File: src/core/clk_delay_pkg.sv
// Package for the aperture delay and sync-reference window block.
// Assumes a single 125 MHz system clock and synchronous control inputs.
package clk_delay_pkg;
   // Delay code widths: 256 settings each
   localparam int DELAY_CODE_W    = 8;
   localparam int DELAY_SETTINGS  = 256;
   // Ramp: steps applied per 256 device clock cycles
   localparam int RAMP_PERIOD     = 256;
   localparam int RAMP_CNT_W      = 8;
   localparam logic [7:0] RAMP_STEP_SLOW = 8'h01;
   localparam logic [7:0] RAMP_STEP_FAST = 8'h04;
   // Sync reference capture positions
   localparam int SYNC_POS_COUNT  = 24;
   localparam int SYNC_SEL_W      = 4;   // Only first 16 positions selectable
   localparam int SYNC_SEL_COUNT  = 16;
   // Reset values
   localparam logic [7:0] COARSE_RESET = 8'h00;
   localparam logic [7:0] FINE_RESET   = 8'h00;
   localparam logic [3:0] SEL_RESET    = 4'h0;

   // Applied aperture delay travelling to the analog delay line
   typedef struct packed {
      logic       invert;
      logic [7:0] coarse;
      logic [7:0] fine;
   } aperture_delay_type;

   typedef enum logic [1:0] {
      RAMP_IDLE = 2'b00,
      RAMP_RUN  = 2'b01
   } ramp_state_type;
endpackage

File: src/core/sync_window_detector.sv
// Sync reference window detector: flags candidate capture taps at risk.
// Assumes tap samples arrive already taken at delayed copies of the clock.
`timescale 1ns/10ps
module sync_window_detector
   import clk_delay_pkg::*;
#(
   parameter int POS_COUNT = SYNC_POS_COUNT
) (
   // Clock and reset
   input  wire logic                 sys_clk,
   input  wire logic                 rst_n,
   // Tap samples of the sync reference, one set per sampleValid, compared with the last valid set
   input  wire logic [POS_COUNT-1:0] tapSample,
   input  wire logic                 sampleValid,
   // Flags: 1 means a potential setup or hold violation
   output logic      [POS_COUNT-1:0] positionFlags
);
   logic [POS_COUNT-1:0] prevSample_reg;
   logic [POS_COUNT-1:0] prevSample_next;
   logic [POS_COUNT-1:0] flags_reg;
   logic [POS_COUNT-1:0] flags_next;

   // A tap is risky when it disagrees with a neighbour or changed since last
   // sample: the edge lies near it. End taps have no outer neighbour, so they
   // read as risky from the first valid sample on.
   always_comb begin
      prevSample_next = prevSample_reg;
      flags_next      = flags_reg;
      if (sampleValid) begin
         prevSample_next = tapSample;
         for (int i = 0; i < POS_COUNT; i++) begin
            if (i == 0 || i == POS_COUNT - 1) begin
               flags_next[i] = 1'b1;  // [RULE13]
            end else begin
               flags_next[i] = (tapSample[i] != tapSample[i-1])
                             | (tapSample[i] != tapSample[i+1])
                             | (tapSample[i] != prevSample_reg[i]);  // [RULE12] [RULE13]
            end
         end
      end
   end

   // Registers only
   always_ff @(posedge sys_clk or negedge rst_n) begin
      if (!rst_n) begin
         prevSample_reg <= '0;
         flags_reg      <= '0;
      end else begin
         prevSample_reg <= prevSample_next;
         flags_reg      <= flags_next;
      end
   end

   assign positionFlags = flags_reg;
endmodule

File: src/core/sample_clock_delay.sv
// Function
// [RULE1] Inversion setting adds half a clock period by inverting the clock.
// [RULE2] Coarse and fine codes each give 256 delay settings.
// [RULE3] Inversion, coarse and fine act independently and combine.
// [RULE4] All internal clocks, output bus and sync capture shift with the delay.
// [RULE5] Delay settings may change on the fly without reinitialisation.
// [RULE6] Output data receiver must tolerate timing shifts on delay change.
// [RULE7] With ramp enabled, coarse delay steps gradually toward a new value.
// [RULE8] Ramp speed gives one or four coarse steps per 256 cycles.
// [RULE9] Each coarse write with ramp enabled starts a new ramp.
// [RULE10] Single-channel mode samples on both edges, doubling sync window.
// [RULE11] Sync capture instant is a delayed clock copy from candidate taps.
// [RULE12] Detect sync position in the cycle, one flag per candidate tap.
// [RULE13] Flag is 1 for setup/hold risk, 0 for a valid tap.
// [RULE14] Sync reference is captured at the selected candidate tap.
// [RULE15] Controller should pick the valid tap midway between violations.
// [RULE16] Auto calibration shifts sampling via the delay, not the reference.
// [RULE17] Captured sync event resets clock dividers and the strobe generator.
// [RULE18] Periodic sync reference runs at frame rate or an integer division.
// [RULE19] Select field addresses only the first 16 candidate taps.
// [RULE20] Ramp stops at target; inversion and fine apply directly.
// [RULE21] With ramp disabled, coarse code applies on the next cycle.
//
// Top of the aperture delay control and sync reference window logic.
// Assumes the analog delay line and tap samplers sit outside, fed by the
// registered delay word and returning tap samples synchronous to sys_clk.
`timescale 1ns/10ps
module sample_clock_delay
   import clk_delay_pkg::*;
#(
   parameter int POS_COUNT = SYNC_POS_COUNT,
   parameter int DIV_W     = 8
) (
   // Clock and reset
   input  wire logic                     sys_clk,
   input  wire logic                     rst_n,
   // Delay controls
   input  wire logic                     clockInvertDelay,
   input  wire logic [DELAY_CODE_W-1:0]  coarseDelayCode,
   input  wire logic                     coarseWrite,
   input  wire logic [DELAY_CODE_W-1:0]  fineDelayCode,
   input  wire logic                     delayRampEnable,
   input  wire logic                     delayRampSpeed,
   // Mode and calibration
   input  wire logic                     singleChannelMode,
   input  wire logic                     calEnable,
   input  wire logic                     calInvert,
   input  wire logic [DELAY_CODE_W-1:0]  calCoarse,
   // Sync reference window
   input  wire logic [POS_COUNT-1:0]     syncTapSample,
   input  wire logic                     syncSampleValid,
   input  wire logic [SYNC_SEL_W-1:0]    syncRefSampleSelect,
   // Divider setting for internal clock enables
   input  wire logic [DIV_W-1:0]         dividerLength,
   // Applied delay and status
   output aperture_delay_type            appliedDelay,
   output logic                          dualEdgeSample,
   output logic                          rampActive,
   output logic [POS_COUNT-1:0]          syncRefPositionFlags,
   output logic                          syncCaptured,
   output logic                          dividerEnable,
   output logic                          strobePulse
);
   // Ramp state
   ramp_state_type          rampState_reg;
   ramp_state_type          rampState_next;
   logic [DELAY_CODE_W-1:0] coarse_reg;
   logic [DELAY_CODE_W-1:0] coarse_next;
   logic [DELAY_CODE_W-1:0] target_reg;
   logic [DELAY_CODE_W-1:0] target_next;
   logic [RAMP_CNT_W-1:0]   rampCnt_reg;
   logic [RAMP_CNT_W-1:0]   rampCnt_next;
   logic                    rampBusy_reg;
   logic                    rampBusy_next;
   // Direct controls
   logic                    invert_reg;
   logic                    invert_next;
   logic [DELAY_CODE_W-1:0] fine_reg;
   logic [DELAY_CODE_W-1:0] fine_next;
   logic                    dual_reg;
   logic                    dual_next;
   // Sync capture and dividers
   logic                    prevSync_reg;
   logic                    prevSync_next;
   logic                    capt_reg;
   logic                    capt_next;
   logic [DIV_W-1:0]        divCnt_reg;
   logic [DIV_W-1:0]        divCnt_next;
   logic                    divEn_reg;
   logic                    divEn_next;
   logic                    strobe_reg;
   logic                    strobe_next;
   logic [7:0]              stepSize;
   logic [8:0]              gap;
   logic                    selTap;

   // Ramp engine on the coarse code
   always_comb begin
      rampState_next = rampState_reg;
      coarse_next    = coarse_reg;
      target_next    = target_reg;
      rampCnt_next   = rampCnt_reg;
      stepSize       = delayRampSpeed ? RAMP_STEP_FAST : RAMP_STEP_SLOW;  // [RULE8]
      gap            = '0;
      if (calEnable) begin
         // Calibration moves the sampling clock, never the reference
         coarse_next    = calCoarse;  // [RULE16]
         target_next    = calCoarse;
         rampState_next = RAMP_IDLE;
      end else if (coarseWrite && !delayRampEnable) begin
         coarse_next    = coarseDelayCode;  // [RULE21] [RULE5]
         target_next    = coarseDelayCode;
         rampState_next = RAMP_IDLE;
      end else if (coarseWrite) begin
         target_next    = coarseDelayCode;  // [RULE9] [RULE7]
         rampCnt_next   = '0;
         rampState_next = (coarseDelayCode == coarse_reg) ? RAMP_IDLE : RAMP_RUN;
      end else begin
         case (rampState_reg)
            RAMP_IDLE: begin
               rampCnt_next = '0;
            end
            RAMP_RUN: begin
               rampCnt_next = rampCnt_reg + 1'b1;  // Wraps every 256 cycles
               if (rampCnt_reg == RAMP_CNT_W'(RAMP_PERIOD - 1)) begin
                  // Move toward target without overshoot
                  if (target_reg > coarse_reg) begin
                     gap = {1'b0, target_reg} - {1'b0, coarse_reg};
                     coarse_next = (gap <= {1'b0, stepSize}) ? target_reg
                                 : coarse_reg + stepSize;  // [RULE7] [RULE8]
                  end else begin
                     gap = {1'b0, coarse_reg} - {1'b0, target_reg};
                     coarse_next = (gap <= {1'b0, stepSize}) ? target_reg
                                 : coarse_reg - stepSize;
                  end
                  if (gap <= {1'b0, stepSize}) begin
                     rampState_next = RAMP_IDLE;  // [RULE20]
                  end
               end
            end
            default: begin
               rampState_next = RAMP_IDLE;
            end
         endcase
      end
      // Status is registered so the pin comes straight from a flop
      rampBusy_next = (rampState_next == RAMP_RUN);
   end

   // Inversion and fine code take effect directly; all three combine
   always_comb begin
      invert_next = calEnable ? calInvert : clockInvertDelay;  // [RULE1] [RULE20]
      fine_next   = fineDelayCode;  // [RULE2] [RULE3] [RULE20]
      dual_next   = singleChannelMode;  // [RULE10]
   end

   // Sync capture at the selected tap, then divider and strobe restart.
   // Only taps 0..15 reachable since the select field is four bits wide.
   always_comb begin
      selTap        = syncTapSample[syncRefSampleSelect];  // [RULE11] [RULE14] [RULE19]
      prevSync_next = syncSampleValid ? selTap : prevSync_reg;
      capt_next     = syncSampleValid && selTap && !prevSync_reg;
      divCnt_next   = divCnt_reg;
      divEn_next    = 1'b0;
      strobe_next   = 1'b0;
      if (capt_reg) begin
         divCnt_next = '0;  // [RULE17]
         divEn_next  = 1'b1;
         strobe_next = 1'b1;
      end else if (divCnt_reg >= dividerLength) begin
         divCnt_next = '0;
         divEn_next  = 1'b1;
         strobe_next = 1'b1;
      end else begin
         divCnt_next = divCnt_reg + 1'b1;
      end
   end

   // State registers
   always_ff @(posedge sys_clk or negedge rst_n) begin
      if (!rst_n) begin
         rampState_reg <= RAMP_IDLE;
         coarse_reg    <= COARSE_RESET;
         target_reg    <= COARSE_RESET;
         rampCnt_reg   <= '0;
         rampBusy_reg  <= 1'b0;
         invert_reg    <= 1'b0;
         fine_reg      <= FINE_RESET;
         dual_reg      <= 1'b0;
         prevSync_reg  <= 1'b0;
         capt_reg      <= 1'b0;
         divCnt_reg    <= '0;
         divEn_reg     <= 1'b0;
         strobe_reg    <= 1'b0;
      end else begin
         rampState_reg <= rampState_next;
         coarse_reg    <= coarse_next;
         target_reg    <= target_next;
         rampCnt_reg   <= rampCnt_next;
         rampBusy_reg  <= rampBusy_next;
         invert_reg    <= invert_next;
         fine_reg      <= fine_next;
         dual_reg      <= dual_next;
         prevSync_reg  <= prevSync_next;
         capt_reg      <= capt_next;
         divCnt_reg    <= divCnt_next;
         divEn_reg     <= divEn_next;
         strobe_reg    <= strobe_next;
      end
   end

   // Position detector
   sync_window_detector #(
      .POS_COUNT (POS_COUNT)
   ) u_detector (
      .sys_clk       (sys_clk),
      .rst_n         (rst_n),
      .tapSample     (syncTapSample),
      .sampleValid   (syncSampleValid),
      .positionFlags (syncRefPositionFlags)  // [RULE12]
   );

   // One delay word drives every internal clock, so the output bus shifts
   // too; the receiver must ride through this.
   assign appliedDelay   = '{invert: invert_reg, coarse: coarse_reg, fine: fine_reg}; // [RULE4]
   assign dualEdgeSample = dual_reg;
   assign rampActive     = rampBusy_reg;
   assign syncCaptured   = capt_reg;
   assign dividerEnable  = divEn_reg;
   assign strobePulse    = strobe_reg;
endmodule

File: config.mk
export PLATFORM = sky130hd
export DESIGN_NAME = sample_clock_delay
export DESIGN_NICKNAME = d
export VERILOG_FILES = /design/src/core/clk_delay_pkg.sv /design/src/core/sync_window_detector.sv /design/src/core/sample_clock_delay.sv
export SDC_FILE = /design/constraint.sdc
export NUM_CORES = 1
export LEC_CHECK = 0
export ABC_CLOCK_PERIOD_IN_PS = 4740
export BUFFER_PORTS_ARGS = -buffer_cell sky130_fd_sc_hd__buf_2
export CORE_MARGIN = 2
export CORE_UTILIZATION = 56
export CTS_BUF_LIST = sky130_fd_sc_hd__clkbuf_16
export DETAILED_ROUTE_END_ITERATION = 6
export GPL_ROUTABILITY_DRIVEN = 0
export PLACE_DENSITY = 0.81
export RECOVER_POWER = 25
export SETUP_SLACK_MARGIN = 0.15
export SLEW_MARGIN = 20
export SYNTH_ARGS = -nofsm -noshare
export SYNTH_HDL_FRONTEND = slang
export SYNTH_SLANG_ARGS = --single-unit
File: constraint.sdc
create_clock -name sys_clk -period 4.74 [get_ports sys_clk]
set_input_delay 0.237 -clock sys_clk [delete_from_list [all_inputs] [get_ports sys_clk]]
set_output_delay 0.237 -clock sys_clk [all_outputs]
set_load 0.02 [all_outputs]
==> impl_summary.log <==
[metrics] Worst Path Class, Setup: flop to flop
[metrics] maximum root-to-sink buffer count: 2
[metrics] Ys Warns: 0
[metrics] Worst R2R Start: coarse_reg[4]
[metrics] number of buffers inserted by post-CTS setup repair: 0
[metrics] fraction of the yosys area taken by sequential cells: 39.4%
[metrics] Yosys top cell area share: 39.4%
[metrics] number of cells produced by synthesis: 606
[metrics] post-detailed-route DRC marker count: 0
[metrics] cts hold-fix bufs: 9
[metrics] time the final worst path needs with I/O delays and setup: ~3.7 ns
[metrics] Clock H-tree levels: 3
[metrics] netlist area before placement: roughly 0.0059 sq mm
[metrics] worst setup path startpoint: coarse_reg[4]
[metrics] clock tree from TritonCTS: done
[metrics] Final period util: just under 80%
[metrics] number of violations reported at the end of detailed-routing iteration 0: 338
[metrics] area grow syn2layout: 17.6%
[metrics] DP Wirelength: around 11000 microns
[metrics] Worst-Margin Slew: between 2 and 2.5 ns
[metrics] worst clock skew on the final layout: roughly 0.0060 ns
[metrics] maximum net fanout on the critical path: 13
[metrics] count of distinct cell types in the synthesized netlist: between 60 and 70
[metrics] area post-placement: about 0.0065 sq mm
[metrics] fmax: 271 MHz
[metrics] dominant register cell in the synthesized netlist: sky130_fd_sc_hd__dfrtp_1
[metrics] number of vias per cell after detailed routing: about 6.0
[metrics] initial antenna violation count: 1
[metrics] CTS clock-pin slew for the worst setup and hold paths: 0.06 ns
[metrics] diodes inserted: 0
[metrics] number of hold-slack violations in the final timing report: 0
[metrics] CP startpoint kind: flop
[metrics] DIE AREA: 0.0114 sq mm
[metrics] proportion of synthesized flip-flops having asynchronous set or reset: between 90% and 100%
[metrics] fill cell count: roughly 800
[metrics] Pwr per Cell Area: a little over 400 mW/mm^2
[metrics] Resized cells post-CTS: 0
[metrics] number of flip-flops and latches in the synthesized netlist: just over 90
[metrics] Non-Filler Cell Area, Final: between 0.006 and 0.007 sq mm
[metrics] Core Region: between 0.01 and 0.015 sq mm
[metrics] crit path capture: rampState_reg[0]
[metrics] number of ports placed on the die boundary: 116
[metrics] GR Overflow Total: 0
[metrics] # port buffers: ~120
[metrics] Sinks on Clock Net: 93
[metrics] count of max-cap constraint violations: 1
[metrics] number of nets at the end of the flow: roughly 830
[metrics] Post-Synthesis Net Count: between 700 and 800
[metrics] global router's overall resource usage: about a quarter
[metrics] critical path required time: just under 5 ns
[metrics] Worst Reg-to-Reg Cells: 11
[metrics] Hold Path Class: input port to flop
[metrics] Placement Rows: 37
[metrics] worst rel slew slack: -43.0%
[metrics] Die Wd: about 110 microns
[metrics] Pre-Repair DR Iteration Count: 5
[metrics] overall die height: between 100 and 150 microns
[metrics] slack of the worst reg-to-reg path: between 1 and 1.5 ns
[metrics] Critical R2R Capture: rampState_reg[0]
[metrics] Max rail drop VDD: 0.000260 V
[metrics] maximum number of pins on one net before global-route repair: 70
[metrics] run status: finished, violations left
[metrics] failing checks: max-capacitance violations, max-slew violations
[metrics] clock tree root buffer cell: sky130_fd_sc_hd__clkbuf_16
[metrics] Final Setup Violations: 0
[metrics] Post-synth EDFFs: 0
[metrics] total wirelength of the detailed-routed design: roughly 15000 microns
[metrics] global-route wire length before repair: between 20000 and 25000 microns
[metrics] setup repair after global routing missed its margin: no
[metrics] max-slew violations: 42
[metrics] leakage power: 3.19 nW
[metrics] number of global-route vias before repair: about 4900
[metrics] average wire per cell in the routed design: around 17 microns
[metrics] via count: roughly 5100
[metrics] later-pin clock latency in the skew report: about 0.34 ns
[metrics] initial core utilization: between 50 and 60%
[metrics] max reg flops: 23
[metrics] Synth area leaders: sky130_fd_sc_hd__dfrtp_1 (39%), sky130_fd_sc_hd__ha_1 (7.8%), sky130_fd_sc_hd__mux2_2 (5.1%), sky130_fd_sc_hd__o21ai_0 (4.2%), sky130_fd_sc_hd__inv_1 (3.6%)
[metrics] final-layout setup total negative slack: 0 ns
[metrics] Setup crit end kind: flop
[metrics] fraction of final layout cells with drive strength greater than 1: between 20% and 30%
[metrics] Synth area leader: sky130_fd_sc_hd__dfrtp_1
[metrics] worst endpoint data arrival time: 3.91 ns
[metrics] mean instance size in the synthesized netlist: ~9.7 sq um
[metrics] Num CTS Buffers: 9
[metrics] Final ANT Viol Nets: 0
-- layer usage --
metal	up-vias	global-route usage (%)	wire length [microns]	part of all wire [%]
met4	2	10.4	429	2.9
li1	2423	-	-	-
met2	250	43.2	7100	48
met3	39	6.08	1160	7.9
met1	2422	33.9	6040	41
met5	-	0	13	0.088
-- synth_stat cells (all sizes together), types with 5 or more instances --
master  instances
nor2           32
or2            16
xnor2          19
buf            12
mux2           28
nand2b         12
nand2          34
o311ai         20
a21oi          28
xor2            5
nand3b          6
dfrtp          93
o221ai          6
and3            6
nand4          28
mux4            5
o21ai          53
o21a           10
nand3          18
clkbuf         14
inv            57
ha             37
-- power by group --
part	switching (mW)	total (mW)	internal, mW
Sequential	0.115	1.01	0.891
Clock	0.310	0.775	0.465
Combinational	0.645	1.10	0.457
Total	1.07	2.88	1.81
-- how the worst min path moves through the flow --
| stage | from | endpoint | cells past startpoint |
|---|---|---|---|
| after floorplan | rst_n | coarse_reg[0] | 0 |
| after global placement | rst_n | u_detector.positionFlags[16] | 1 |
| after detailed placement | rst_n | u_detector.positionFlags[16] | 1 |
| after CTS | fineDelayCode[5] | fine_reg[5] | 1 |
| after global routing | calInvert | invert_reg | 2 |
| final | calInvert | invert_reg | 2 |
-- critical path, stage by stage (launching register included) --
cell                        delay [ns]
sky130_fd_sc_hd__dfrtp_1          0.54
sky130_fd_sc_hd__inv_1            0.14
sky130_fd_sc_hd__ha_1             0.48
sky130_fd_sc_hd__nand4_1          0.24
sky130_fd_sc_hd__a21oi_1          0.08
sky130_fd_sc_hd__o31a_1           0.34
sky130_fd_sc_hd__o22ai_2          0.48
sky130_fd_sc_hd__mux2_2           0.41
sky130_fd_sc_hd__ha_1             0.29
sky130_fd_sc_hd__nand2_1          0.08
sky130_fd_sc_hd__a2111oi_4        0.36
sky130_fd_sc_hd__a21oi_1          0.12
-- cell usage in the layout, fill, tap and decap left out, types with 12 or more instances in the layout --
cell type,Yosys,final
sky130_fd_sc_hd__buf_2,2,113
sky130_fd_sc_hd__dfrtp_1,93,93
sky130_fd_sc_hd__inv_1,57,57
sky130_fd_sc_hd__o21ai_0,50,49
sky130_fd_sc_hd__ha_1,37,37
sky130_fd_sc_hd__nor2_1,32,32
sky130_fd_sc_hd__nand2_1,32,32
sky130_fd_sc_hd__nand4_1,28,28
sky130_fd_sc_hd__a21oi_1,27,27
sky130_fd_sc_hd__mux2_2,27,27
sky130_fd_sc_hd__o311ai_0,20,20
sky130_fd_sc_hd__xnor2_1,19,19
sky130_fd_sc_hd__nand3_1,17,17
sky130_fd_sc_hd__or2_2,16,16
sky130_fd_sc_hd__nand2b_1,12,12
-- layout make-up --
class                      instances  area (sq um)  share of cell area [%]
timing repair buffer             126           681                    9.81
multi-input combinational        430          3230                    46.5
clock buffer                       9           225                    3.24
tap                              136           170                    2.45
inverter                          57           214                    3.08
sequential                        93          2330                    33.5
clock inverter                     7          98.8                    1.42
-- cell families (layout without fill, tap and decap cells) --
logic type	after synthesis	count (layout)	share of synthesized area [%]
simple gates	170	170	15.4
compound gates	160	160	19.3
flops	93	93	39.4
buf+inv	83	199	5.95
fa+ha+maj	39	39	8.52
mux	36	36	7.82
xor+xnor	24	24	3.56
other cells	1	1	0.0635
-- per-stage QoR --
stage / hold WS [ns] / cells / utilization (%) / total power [mW] / worst slack, ns
floorplan: -0.0586 / 606 / - / 1.80 / 1.30
global placement: 0.235 / 832 / 63.5 / 2.03 / 1.30
detailed placement: 0.242 / 832 / 63.5 / 2.09 / 1.13
CTS: 0.000399 / 857 / 67.5 / 2.87 / 1.11
global route: 0.128 / 858 / 67.5 / 3.04 / 0.878
finish: 0.135 / 858 / 67.5 / 2.88 / 1.05
No activity file was read; power rests on OpenSTA's default activity.
